`config.mk`:
```
export PLATFORM = sky130hd
export DESIGN_NAME = settings_readback_responder
export DESIGN_NICKNAME = d
export VERILOG_FILES = /design/src/verilog/readback_pkg.sv /design/src/verilog/report_buffer.sv /design/src/verilog/settings_readback_responder.sv
export SDC_FILE = /design/constraint.sdc
export NUM_CORES = 1
export LEC_CHECK = 0
export BUFFER_PORTS_ARGS = -buffer_cell sky130_fd_sc_hd__buf_4
export CAP_MARGIN = 10
export CORE_ASPECT_RATIO = 1.4
export CORE_MARGIN = 2
export CORE_UTILIZATION = 55
export CTS_CLUSTER_DIAMETER = 120
export DETAILED_ROUTE_END_ITERATION = 12
export GPL_ROUTABILITY_DRIVEN = 0
export GPL_TIMING_DRIVEN = 0
export PLACE_DENSITY = 0.73
export SYNTH_ARGS = -nofsm -noshare
export SYNTH_HDL_FRONTEND = slang
export SYNTH_SLANG_ARGS = --single-unit
export TNS_END_PERCENT = 1
```
`constraint.sdc`:
```
create_clock -name core_clk -period 6.4 [get_ports core_clk]
set_clock_uncertainty 0.15 [all_clocks]
set_input_delay 0.96 -clock core_clk [delete_from_list [all_inputs] [get_ports core_clk]]
set_output_delay 0.96 -clock core_clk [all_outputs]
set_load 0.1 [all_outputs]
```
`src/verilog/readback_pkg.sv`:
```
// Purpose: Constants and carriers for the settings read-back responder
// Assumes: 64-byte reports handled one byte per clock
// Notes:   Key reply bytes 12-15 hold vendor then product ID, low byte first; other unlisted reply bytes read as zero
// Functional notes
// - Chip settings reply: command code, success, sub-command 0x20 in bytes 0-2.
// - Bytes 4-11 carry pin zero..seven designations, byte 12 the input-only pin: 00 I/O, 01 select, 02 dedicated.
// - Bytes 13-14 default output word, low byte first, bit n is pin n.
// - Bytes 15-16 default direction word, low byte first, bit n is pin n.
// - Byte 17 bit 4 reports remote wake-up enable; bits 7-5 don't care.
// - Byte 17 bits 3-1 hold pulse-counting mode; codes 101-111 reserved.
// - Byte 17 bit 0: 0 releases SPI bus between transfers, 1 keeps it.
// - Byte 18 protection level: 00 open, 40 password, 80 locked.
// - Every read-back reply echoes the received command code in byte 0.
// - Byte 1 of a read-back reply is 0x00 for success.
// - Key-parameters reply echoes 0x30 in byte 2; listed spans don't care.
// - Byte 29 power attributes: bit 7 bus, 6 self, 5 wake-up capable.
// - Byte 30 requested current in 2 mA units.
package readback_pkg;
  localparam logic [7:0] CMD_READBACK   = 8'h61;
  localparam logic [7:0] SUB_CHIP       = 8'h20;
  localparam logic [7:0] SUB_KEY        = 8'h30;
  localparam logic [7:0] STATUS_OK      = 8'h00;
  localparam logic [5:0] LAST_BYTE      = 6'h3F;
  localparam logic [5:0] B_CMD          = 6'h00;
  localparam logic [5:0] B_STATUS       = 6'h01;
  localparam logic [5:0] B_SUB          = 6'h02;
  localparam logic [5:0] B_PIN0         = 6'h04;
  localparam logic [5:0] B_PIN7         = 6'h0B;
  localparam logic [5:0] B_INPIN        = 6'h0C;
  localparam logic [5:0] B_OUT_LO       = 6'h0D;
  localparam logic [5:0] B_OUT_HI       = 6'h0E;
  localparam logic [5:0] B_DIR_LO       = 6'h0F;
  localparam logic [5:0] B_DIR_HI       = 6'h10;
  localparam logic [5:0] B_OPTS         = 6'h11;
  localparam logic [5:0] B_PROT         = 6'h12;
  localparam logic [5:0] B_VID_LO       = 6'h0C;
  localparam logic [5:0] B_VID_HI       = 6'h0D;
  localparam logic [5:0] B_PID_LO       = 6'h0E;
  localparam logic [5:0] B_PID_HI       = 6'h0F;
  localparam logic [5:0] B_POWER        = 6'h1D;
  localparam logic [5:0] B_CURRENT      = 6'h1E;
  localparam logic [7:0] PIN_GPIO       = 8'h00;
  localparam logic [7:0] PIN_SELECT     = 8'h01;
  localparam logic [7:0] PIN_DEDICATED  = 8'h02;
  localparam logic [7:0] PROT_OPEN      = 8'h00;
  localparam logic [7:0] PROT_PASSWORD  = 8'h40;
  localparam logic [7:0] PROT_LOCKED    = 8'h80;
  localparam int         OPT_WAKE_BIT   = 4;
  localparam int         OPT_MODE_LSB   = 1;
  localparam int         OPT_HOLD_BIT   = 0;
  localparam int         PWR_BUS_BIT    = 7;
  localparam int         PWR_SELF_BIT   = 6;
  localparam int         PWR_WAKE_BIT   = 5;
  localparam logic [2:0] MODE_MAX       = 3'h4;

  typedef enum logic [1:0] {
    PIN_IO  = 2'b00,
    PIN_CS  = 2'b01,
    PIN_DED = 2'b10
  } pin_role_e;

  typedef enum logic [1:0] {
    LVL_OPEN     = 2'b00,
    LVL_PASSWORD = 2'b01,
    LVL_LOCKED   = 2'b10
  } prot_level_e;

  // Stored power-up chip settings
  typedef struct packed {
    logic [15:0]       pin_roles;
    logic              input_only_pin_dedicated;
    logic [7:0]        default_output;
    logic [7:0]        default_direction;
    logic              remote_wakeup;
    logic [2:0]        count_mode;
    logic              spi_bus_hold;
    prot_level_e       protection;
  } chip_settings_s;

  // Stored USB key parameters
  typedef struct packed {
    logic [15:0] vendor_id;
    logic [15:0] product_id;
    logic        bus_powered;
    logic        self_powered;
    logic        wakeup_capable;
    logic [7:0]  current_units;
  } key_params_s;

  // One report byte on its way in or out
  typedef struct packed {
    logic       valid;
    logic       last;
    logic [7:0] data;
  } report_byte_s;
endpackage

```
`src/verilog/report_buffer.sv`:
```
// Purpose: 64-byte report store with registered read data
// Assumes: One write and one read per clock, same clock
// Notes:   Read data appear one clock after the address
`timescale 1ns/1ps
module report_buffer
(
  input  wire logic       core_clk,
  input  wire logic       wr_en,
  input  wire logic [5:0] wr_addr,
  input  wire logic [7:0] wr_data,
  input  wire logic [5:0] rd_addr,
  output logic      [7:0] rd_data
);
  logic [7:0] mem [64];

  always_ff @(posedge core_clk)
  begin
    if (wr_en)
    begin
      mem[wr_addr] <= wr_data;
    end
    rd_data <= mem[rd_addr];
  end
endmodule

```
`src/verilog/settings_readback_responder.sv`:
```
// Purpose: Answers power-up chip settings and USB key parameter requests
// Assumes: Request and reply bytes stream one per clock, byte 0 first
// Notes:   Other requests are swallowed without a reply
`timescale 1ns/1ps
module settings_readback_responder
(
  input  wire logic                        core_clk,
  input  wire logic                        sys_rst,
  input  wire readback_pkg::report_byte_s  req_in,
  input  wire readback_pkg::chip_settings_s chip_cfg,
  input  wire readback_pkg::key_params_s   key_cfg,
  output readback_pkg::report_byte_s       rsp_out,
  output logic                             busy,
  output logic                             bad_request
);
  typedef enum logic [1:0] {
    ST_RECV  = 2'b00,
    ST_FETCH = 2'b01,
    ST_SEND  = 2'b10
  } state_e;

  typedef struct packed {
    state_e                     st;
    logic [5:0]                 idx;
    logic [7:0]                 cmd;
    logic [7:0]                 sub;
    logic                       ok;
    logic                       pad_err;
    logic                       rd_ok;
    logic [5:0]                 rd_idx;
    readback_pkg::report_byte_s rsp;
    logic                       busy;
    logic                       bad;
  } state_s;

  state_s     s_r;
  state_s     s_nxt;
  logic [7:0] reply_byte;
  logic [7:0] buf_rd;

  function automatic logic [7:0] role_code(input logic [1:0] r);
    case (r)
      readback_pkg::PIN_CS:  role_code = readback_pkg::PIN_SELECT;
      readback_pkg::PIN_DED: role_code = readback_pkg::PIN_DEDICATED;
      default:               role_code = readback_pkg::PIN_GPIO;
    endcase
  endfunction

  function automatic logic [7:0] prot_code(input logic [1:0] p);
    case (p)
      readback_pkg::LVL_PASSWORD: prot_code = readback_pkg::PROT_PASSWORD;
      readback_pkg::LVL_LOCKED:   prot_code = readback_pkg::PROT_LOCKED;
      default:                    prot_code = readback_pkg::PROT_OPEN;
    endcase
  endfunction

  // Reply builder for the byte being written into the buffer
  always_comb
  begin
    logic [2:0] mode;
    logic [6:0] pin_off;
    mode       = chip_cfg.count_mode;
    pin_off    = 7'(s_r.idx) - 7'(readback_pkg::B_PIN0);
    reply_byte = 8'h00;
    if (mode > readback_pkg::MODE_MAX)
    begin
      mode = 3'h0;
    end
    if (s_r.idx == readback_pkg::B_CMD)
    begin
      reply_byte = s_r.cmd;
    end
    else if (s_r.idx == readback_pkg::B_STATUS)
    begin
      reply_byte = readback_pkg::STATUS_OK;
    end
    else if (s_r.idx == readback_pkg::B_SUB)
    begin
      reply_byte = s_r.sub;
    end
    else if (s_r.sub == readback_pkg::SUB_CHIP)
    begin
      if (s_r.idx >= readback_pkg::B_PIN0 && s_r.idx <= readback_pkg::B_PIN7)
      begin
        reply_byte = role_code(chip_cfg.pin_roles[{pin_off[2:0], 1'b0} +: 2]);
      end
      else if (s_r.idx == readback_pkg::B_INPIN)
      begin
        reply_byte = chip_cfg.input_only_pin_dedicated ?
                     readback_pkg::PIN_DEDICATED :
                     readback_pkg::PIN_GPIO;
      end
      else if (s_r.idx == readback_pkg::B_OUT_LO)
      begin
        reply_byte = chip_cfg.default_output;
      end
      else if (s_r.idx == readback_pkg::B_DIR_LO)
      begin
        reply_byte = chip_cfg.default_direction;
      end
      else if (s_r.idx == readback_pkg::B_OPTS)
      begin
        reply_byte[readback_pkg::OPT_WAKE_BIT] = chip_cfg.remote_wakeup;
        reply_byte[readback_pkg::OPT_MODE_LSB +: 3] = mode;
        reply_byte[readback_pkg::OPT_HOLD_BIT] = chip_cfg.spi_bus_hold;
      end
      else if (s_r.idx == readback_pkg::B_PROT)
      begin
        reply_byte = prot_code(chip_cfg.protection);
      end
    end
    else
    begin
      case (s_r.idx)
        readback_pkg::B_VID_LO: reply_byte = key_cfg.vendor_id[7:0];
        readback_pkg::B_VID_HI: reply_byte = key_cfg.vendor_id[15:8];
        readback_pkg::B_PID_LO: reply_byte = key_cfg.product_id[7:0];
        readback_pkg::B_PID_HI: reply_byte = key_cfg.product_id[15:8];
        readback_pkg::B_POWER:
        begin
          reply_byte[readback_pkg::PWR_BUS_BIT]  = key_cfg.bus_powered;
          reply_byte[readback_pkg::PWR_SELF_BIT] = key_cfg.self_powered;
          reply_byte[readback_pkg::PWR_WAKE_BIT] = key_cfg.wakeup_capable;
        end
        readback_pkg::B_CURRENT: reply_byte = key_cfg.current_units;
        default: reply_byte = 8'h00;
      endcase
    end
  end

  // Sequencer: receive request, fill buffer, stream reply
  always_comb
  begin
    s_nxt = s_r;
    s_nxt.rsp.valid = 1'b0;
    s_nxt.rsp.last  = 1'b0;
    s_nxt.bad       = 1'b0;
    s_nxt.rd_ok     = 1'b0;
    case (s_r.st)
      ST_RECV:
      begin
        if (req_in.valid)
        begin
          if (s_r.idx == readback_pkg::B_CMD)
          begin
            s_nxt.cmd     = req_in.data;
            s_nxt.pad_err = 1'b0;
          end
          else if (s_r.idx == readback_pkg::B_STATUS)
          begin
            s_nxt.sub = req_in.data;
          end
          else if (req_in.data != 8'h00)
          begin
            s_nxt.pad_err = 1'b1;
          end
          s_nxt.idx = s_r.idx + 6'h01;
          if (req_in.last || s_r.idx == readback_pkg::LAST_BYTE)
          begin
            s_nxt.idx = 6'h00;
            // Only a full 64-byte request of a known kind is answered
            s_nxt.ok  = s_r.idx == readback_pkg::LAST_BYTE &&
                        s_r.cmd == readback_pkg::CMD_READBACK &&
                        (s_r.sub == readback_pkg::SUB_CHIP ||
                         s_r.sub == readback_pkg::SUB_KEY);
            if (s_nxt.ok)
            begin
              s_nxt.st   = ST_FETCH;
              s_nxt.busy = 1'b1;
            end
            else
            begin
              s_nxt.bad = 1'b1;
            end
          end
        end
      end
      ST_FETCH:
      begin
        s_nxt.idx = s_r.idx + 6'h01;
        if (s_r.idx == readback_pkg::LAST_BYTE)
        begin
          s_nxt.st    = ST_SEND;
          s_nxt.idx   = 6'h00;
          // Buffer read data lag the address by one clock
          s_nxt.rd_ok = 1'b0;
        end
      end
      ST_SEND:
      begin
        s_nxt.rd_ok  = 1'b1;
        s_nxt.rd_idx = s_r.idx;
        s_nxt.idx    = s_r.idx + 6'h01;
        if (s_r.rd_ok)
        begin
          s_nxt.rsp.valid = 1'b1;
          s_nxt.rsp.data  = buf_rd;
          s_nxt.rsp.last  = s_r.rd_idx == readback_pkg::LAST_BYTE;
        end
        if (s_r.rd_idx == readback_pkg::LAST_BYTE && s_r.rd_ok)
        begin
          s_nxt.st    = ST_RECV;
          s_nxt.idx   = 6'h00;
          s_nxt.rd_ok = 1'b0;
          s_nxt.busy  = 1'b0;
        end
      end
      default:
      begin
        s_nxt.st = ST_RECV;
      end
    endcase
  end

  always_ff @(posedge core_clk)
  begin
    if (sys_rst)
    begin
      s_r <= '0;
    end
    else
    begin
      s_r <= s_nxt;
    end
  end

  report_buffer report_buffer_inst
  (
    .core_clk (core_clk),
    .wr_en    (s_r.st == ST_FETCH),
    .wr_addr  (s_r.idx),
    .wr_data  (reply_byte),
    .rd_addr  (s_r.idx),
    .rd_data  (buf_rd)
  );

  assign rsp_out     = s_r.rsp;
  assign busy        = s_r.busy;
  assign bad_request = s_r.bad;
endmodule
```
Word-level counts from Yosys, hierarchy flattened. Memory sizes are Yosys's and may differ from the RTL's. A register that Yosys moved wholly into a read port is not among the register bits. Index checks and enable logic that the tools add are counted.

Logic and storage cells: 117. Output and inout port bits: 12. Register bits: 45. Input port bits: 95. Memories kept: 1. Memory bits (read-only): 0. Bits in writable memories: 512. Bits in latches: 0.

Magnitude comparators: 3. Eq/ne operators: 27. $add $sub $neg: 2. Reduce and logical (&&, ||, !) cells: 23. Bitwise logic cells: 6. $mul: 0. Shift-type cells: 1. Mux-type cells: 41. Divide/modulo/power cells: 0.

Memories: report_buffer_inst.mem (depth 64, bits a word 8, read ports 1, clocked after Yosys merged registers in 1, wr ports 1, RTL line report_buffer.sv:14) `logic [7:0] mem [64];`.

Operators by type and width (count): 8-bit 2-to-1 mux (15); 26-bit 2-to-1 mux (1); 5-bit case mux with 5 select lines (1); 6-bit by 4-bit == test with 1-bit output (second input constant) (4); 6-bit by 5-bit == test with 1-bit output (second input constant) (4); 3-bit case mux with 6 select lines (1); 6-bit case mux with 3 select lines (1); 8-bit by 6-bit == test with 1-bit output (second input constant) (2); 8-bit case mux with 2 select lines (1); 16-bit by 5-bit indexed part select with 2-bit output (1); 6-bit == test (second input constant) (2); 2-bit inequality test (second input constant) (6); 1-bit 2-to-1 mux (10); 10-bit 2-to-1 mux (1); 5-bit AND reduction (2); 8-bit by 7-bit == test with 1-bit output (second input constant) (1); 2-bit 2-to-1 mux (4); 4-bit AND reduction (2); 8-bit nonzero test (1); 6-bit by 1-bit adder with 6-bit output (second input constant) (1); 2-bit by 1-bit == test with 1-bit output (second input constant) (3); 2-bit == test (second input constant) (3); 6-bit by 1-bit == test with 1-bit output (second input constant) (1); 6-bit by 2-bit == test with 1-bit output (second input constant) (1); 21 further kinds (34).

Longest topological paths before layout.
Depth after elaboration: 12. Mapped depth: 12. Gate-level depth less buffers: 7.

Hierarchy. A second synthesis with hierarchy kept.

Cell total of the unflattened synthesis: 1291. Area, all modules: 23068.4 µm².

Modules (own cells, without submodules): report_buffer (area an instance 20166.8 µm², cells an instance 940, seq. area each 15534.9 µm², instances 1); settings_readback_responder (area an instance 2901.5 µm², cells an instance 351, seq. area each 860.8 µm², instances 1).

Least setup slack after synthesis. OpenSTA, ideal clock, no wires.

Path type: flip-flop to flip-flop. Start: register s_r[37] (netlist name). End: memory report_buffer_inst.mem[0][5] (data pin). Arrival time: 4.795 ns. Clock period less this slack: 5.647 ns. Required time: 5.548 ns. Path buffers: 5. Library setup time: 0.702 ns. Path slack: 0.753 ns. Stages on the path, launching flop included: 12. Cell sequence: dfxtp_1 > buf_6 > inv_2 > buf_1 > buf_2 > ha_1 > clkbuf_1 > clkbuf_1 > a22oi_1 > o21ai_0 > a222oi_1 > o21ai_0.

Word-level cells in the longest chain between the ends: 11. Elaborated cells on any way between the ends: 25. Classes of those cells: order compare: 2; eq/ne: 10; mux: 11; reduce/logical: 2.

RTL lines: start, declared (RTL line settings_readback_responder.sv:36) `state_s s_r;`; start signal, assigned (RTL line settings_readback_responder.sv:223) `s_r <= s_nxt;`; 6-bit by 5-bit == test with 1-bit output (RTL line settings_readback_responder.sv:107) `else if (s_r.idx == readback_pkg::B_PROT)`; 8-bit 2-to-1 mux (RTL line settings_readback_responder.sv:107); 3-bit 2-to-1 mux (RTL line settings_readback_responder.sv:101) `else if (s_r.idx == readback_pkg::B_OPTS)`; 8-bit 2-to-1 mux (RTL line settings_readback_responder.sv:97) `else if (s_r.idx == readback_pkg::B_DIR_LO)`; 8-bit 2-to-1 mux (RTL line settings_readback_responder.sv:93) `else if (s_r.idx == readback_pkg::B_OUT_LO)`; 8-bit 2-to-1 mux (RTL line settings_readback_responder.sv:87) `else if (s_r.idx == readback_pkg::B_INPIN)`; 8-bit 2-to-1 mux (RTL line settings_readback_responder.sv:83) `if (s_r.idx >= readback_pkg::B_PIN0 && s_r.idx <= readback_pkg::B_PIN7)`; 8-bit 2-to-1 mux (RTL line settings_readback_responder.sv:81) `else if (s_r.sub == readback_pkg::SUB_CHIP)`; 8-bit 2-to-1 mux (RTL line settings_readback_responder.sv:77) `else if (s_r.idx == readback_pkg::B_SUB)`; 8-bit 2-to-1 mux (RTL line settings_readback_responder.sv:73) `else if (s_r.idx == readback_pkg::B_STATUS)`; 8-bit 2-to-1 mux (*) (RTL line settings_readback_responder.sv:69) `if (s_r.idx == readback_pkg::B_CMD)`; net reply_byte[5] (RTL line settings_readback_responder.sv:38) `logic [7:0] reply_byte;`; end, declared (RTL line report_buffer.sv:14).

Mark *: on every way through the listed nets, which the timed path passes. The rest lies on a longest branch.

Worst setup path after layout.
Start: register s_r[38] (netlist name). End: memory report_buffer_inst.mem[54][4] (data pin).

Word-level cells in the longest chain between the ends: 11. Elaborated cells on any way between the ends: 24. Classes of those cells: order compare: 2; eq/ne: 9; mux: 11; reduce/logical: 2.

RTL lines (RTL line): 6-bit by 5-bit == test with 1-bit output (settings_readback_responder.sv:107); 8-bit 2-to-1 mux (settings_readback_responder.sv:107); 5-bit 2-to-1 mux (settings_readback_responder.sv:101); 8-bit 2-to-1 mux (settings_readback_responder.sv:97); 8-bit 2-to-1 mux (settings_readback_responder.sv:93); 8-bit 2-to-1 mux (settings_readback_responder.sv:87); 8-bit 2-to-1 mux (settings_readback_responder.sv:83); 8-bit 2-to-1 mux (settings_readback_responder.sv:81); 8-bit 2-to-1 mux (settings_readback_responder.sv:77); 8-bit 2-to-1 mux (settings_readback_responder.sv:73); 8-bit 2-to-1 mux (*) (settings_readback_responder.sv:69); net reply_byte[4] (settings_readback_responder.sv:38).

Marked as above.

==> flow_summary.toml <==
[final_layout]
layout-drive-gt1-share_pct = 21.88
layout_commonest_cell = "edfxtp_1"
nets = 1721
multiInputGateArea_um2 = 6311
seq_area_um2 = 16400
fillers = 2897
stdcell_count = 2209
final_cell_mix = "edfxtp_1 (512), buf_4 (126), nor2_1 (110)"
syn_to_final_growth_pct = 14.84

[floorplan]
io_pins = 107
num_rows = 89
die_y_um = 247.3
coreArea_um2 = 41980
initial_core_util_pct = 55.40
dieArea_um2 = 43980
fp.dieW_um = 177.8

[setup_path]
cp-start-kind = "flop"
cp.required_ps = 6660
end_kind = "flop"
cp_common_cell = "clkbuf_1"
cp_cell_sequence = "buf_6 -> buf_12 -> buf_4 -> inv_1 -> clkbuf_1 -> ha_1 -> clkbuf_1 -> clkbuf_1 -> nand3_1 -> o21ai_0 -> a22oi_1 -> o221ai_4 -> buf_12"
critPathMaxFanout = 35
cpMaxStageDelayCell = "clkbuf_1"
max_stage_delay_ps = 890
cp.arrival_ps = 5350
critPathTopFamily = "buffers and inverters"
cp.buffers_inverters = 8
worst-setup-path-type = "flop to flop"

[clock_tree]
cts_repair_resize_count = 0
clk-insertion-delay-late_ps = 580
cts_tree = "yes"
cts.sinks = 563
numCtsBuffers = 50
clkSlewWorstSetupHoldPaths_ps = 60
root_buffer = "clkbuf_16"
htree_num_levels = 2
hold_buffers = 0
postCtsSetupBuffers = 0
cts_buffer_depth = 3

[global_routing]
grt_pass1_wl_um = 104500
grt_pass1_vias = 15080
grt_max_degree = 50
grt_overflow = 0
antenna_found_initial = 5
gr-usage-all-layers_pct = 34.16

[power]
powerDensity_nw_per_um2 = 281.6
vdd_drop_max_v = 0.0002114
p_leak_nw = 8.759
power.total_mw = 7.522

[flow_run]
maxCapViolCount = 0

[synthesis]
synth_edf_count = 512
yosysSeqAreaShare_pct = 70.49
syn-num-nets = 1552
async_reset_ff_share_pct = 0
syn_area_um2 = 23260
ys_types = 78
syn_area_per_cell_um2 = 16.05
synth_ff_type = "edfxtp_1"
ys_ff_latch = 563
syn_inst = 1449
ys_warn_count = 0

[sta]
tightest_slew_ps = 1301
slew_viol_final = 0
period_share_pct = 79.48
rsz0062_at_grt = "false"
max_freq_mhz = 196.6
hold_slack_ps = 306.0
min_period_ps = 5087
fin_ws_ps = 1313
hold_violations = 0
final-setup-viol-count = 0
slew_headroom_pct = 13.26

[drt]
dr.pass1.iters = 6
routedWlPerCell_um = 33.36
postRouteAntennaNets = 0
totalWireLength_um = 73680
drcViolationCount = 0
drt_iter0_drc = 2175
vias = 15240
via_per_inst = 6.898

[place]
numPortBuffers = 105
dp.cells = 2110
hpwl_um = 49010
detailedPlace.worstSlack_ps = 1158

[status]
status = "complete, no violations"

[worst_hold_path]
hp-class = "flop to flop"
-- cell families (layout without fill, tap and decap cells) --
family	after synthesis	in the layout	synth area share (%)
XOR/XNOR	5	5	0.1883
flip-flops	563	563	70.49
AO/OA/AOI/OAI	271	271	8.478
multiplexers	173	173	10.91
AND/OR/NAND/NOR	311	311	6.703
buffers and inverters	118	328	2.803
adder cells (fa/ha/maj)	8	8	0.4304
other	0	4	0
-- area by class of cell --
| class | instances | share of cell area (%) |
|---|---|---|
| antenna | 4 | 0.03747 |
| buffer | 110 | 2.328 |
| clock buffer | 68 | 5.092 |
| clock inverter | 25 | 1.115 |
| inverter | 8 | 0.1124 |
| multi-input combinational | 768 | 23.63 |
| sequential | 563 | 61.38 |
| tap | 546 | 2.557 |
| timing repair buffer | 117 | 3.752 |
-- synth_stat cells (all sizes together) (4+ instances only) --
cell	instances	area, um2
a2111oi	6	60.05
a211o	4	35.03
a211oi	10	75.07
a21oi	43	215.2
a221o	5	50.05
a221oi	41	359.1
a22o	9	78.83
a22oi	53	397.9
a31oi	8	50.05
a32oi	4	35.03
and2	8	50.05
and3	7	43.79
and3b	6	52.55
buf	68	464.2
clkbuf	42	157.7
dfxtp	51	1021
edfxtp	512	15370
ha	8	100.1
inv	7	26.27
mux2	28	322.8
mux2i	84	840.8
mux4	61	1374
nand2	69	259.0
nand2b	4	25.02
nand3	28	145.1
nand3b	7	52.55
nand4	9	56.30
nor2	110	412.9
nor2b	15	93.84
nor3	12	60.06
nor3b	6	45.04
nor4	4	31.28
nor4b	5	50.04
o211ai	6	45.04
o21ai	30	150.1
o221ai	4	35.03
o22ai	15	93.84
o2bb2ai	6	52.55
-- worst reg2reg max path, delay by kind of cell, from the launching register on --
| kind | cells | cell delay [ps] |
|---|---|---|
| simple gates | 1 | 150 |
| compound gates | 3 | 1040 |
| flops | 1 | 330 |
| fa+ha+maj | 1 | 390 |
| buf+inv | 8 | 2820 |
-- worst paths after layout --
kind	start	endpoint	slack [ps]	depth (start not counted)
min	rsp_out[7]	rsp_out[7]	310	2
max reg2reg	s_r[38]	report_buffer_inst.mem[54][4]	1310	13
min reg2reg	rsp_out[7]	rsp_out[7]	310	2
max	s_r[38]	report_buffer_inst.mem[54][4]	1310	13
-- metrics by stage --
stage / setup TNS (ps) / util (%) / area [um2]
final: 0 / 63.63 / 26710
after floorplan: 0 / - / 23260
after CTS: 0 / 63.54 / 26670
after global placement: -1262380 / 58.91 / 24730
after global routing: 0 / 63.61 / 26700
after detailed placement: 0 / 59.59 / 25020
-- flip-flops by register name (all words and copies together) (netlist names) --
name                        count
bad_request                     1
s_r                            31
busy                            1
report_buffer_inst.mem        512
report_buffer_inst.rd_data      8
rsp_out                        10
-- routing by layer --
| layer | up-vias | track usage [%] | wire length, um |
|---|---|---|---|
| met2 | 1277 | 52.88 | 33540 |
| li1 | 6151 | - | - |
| met1 | 7401 | 39.29 | 23380 |
| met4 | 2 | 26.37 | 7177 |
| met3 | 406 | 11.16 | 9572 |
| met5 | - | 0 | 13 |
-- where the power goes --
part	total (mW)	switching (mW)	internal [mW]
Combinational	0.417	0.274	0.142
Sequential	4.04	0.00675	4.04
Clock	3.06	1.32	1.74
Total	7.52	1.60	5.92
No activity file was read; power rests on OpenSTA's default activity.
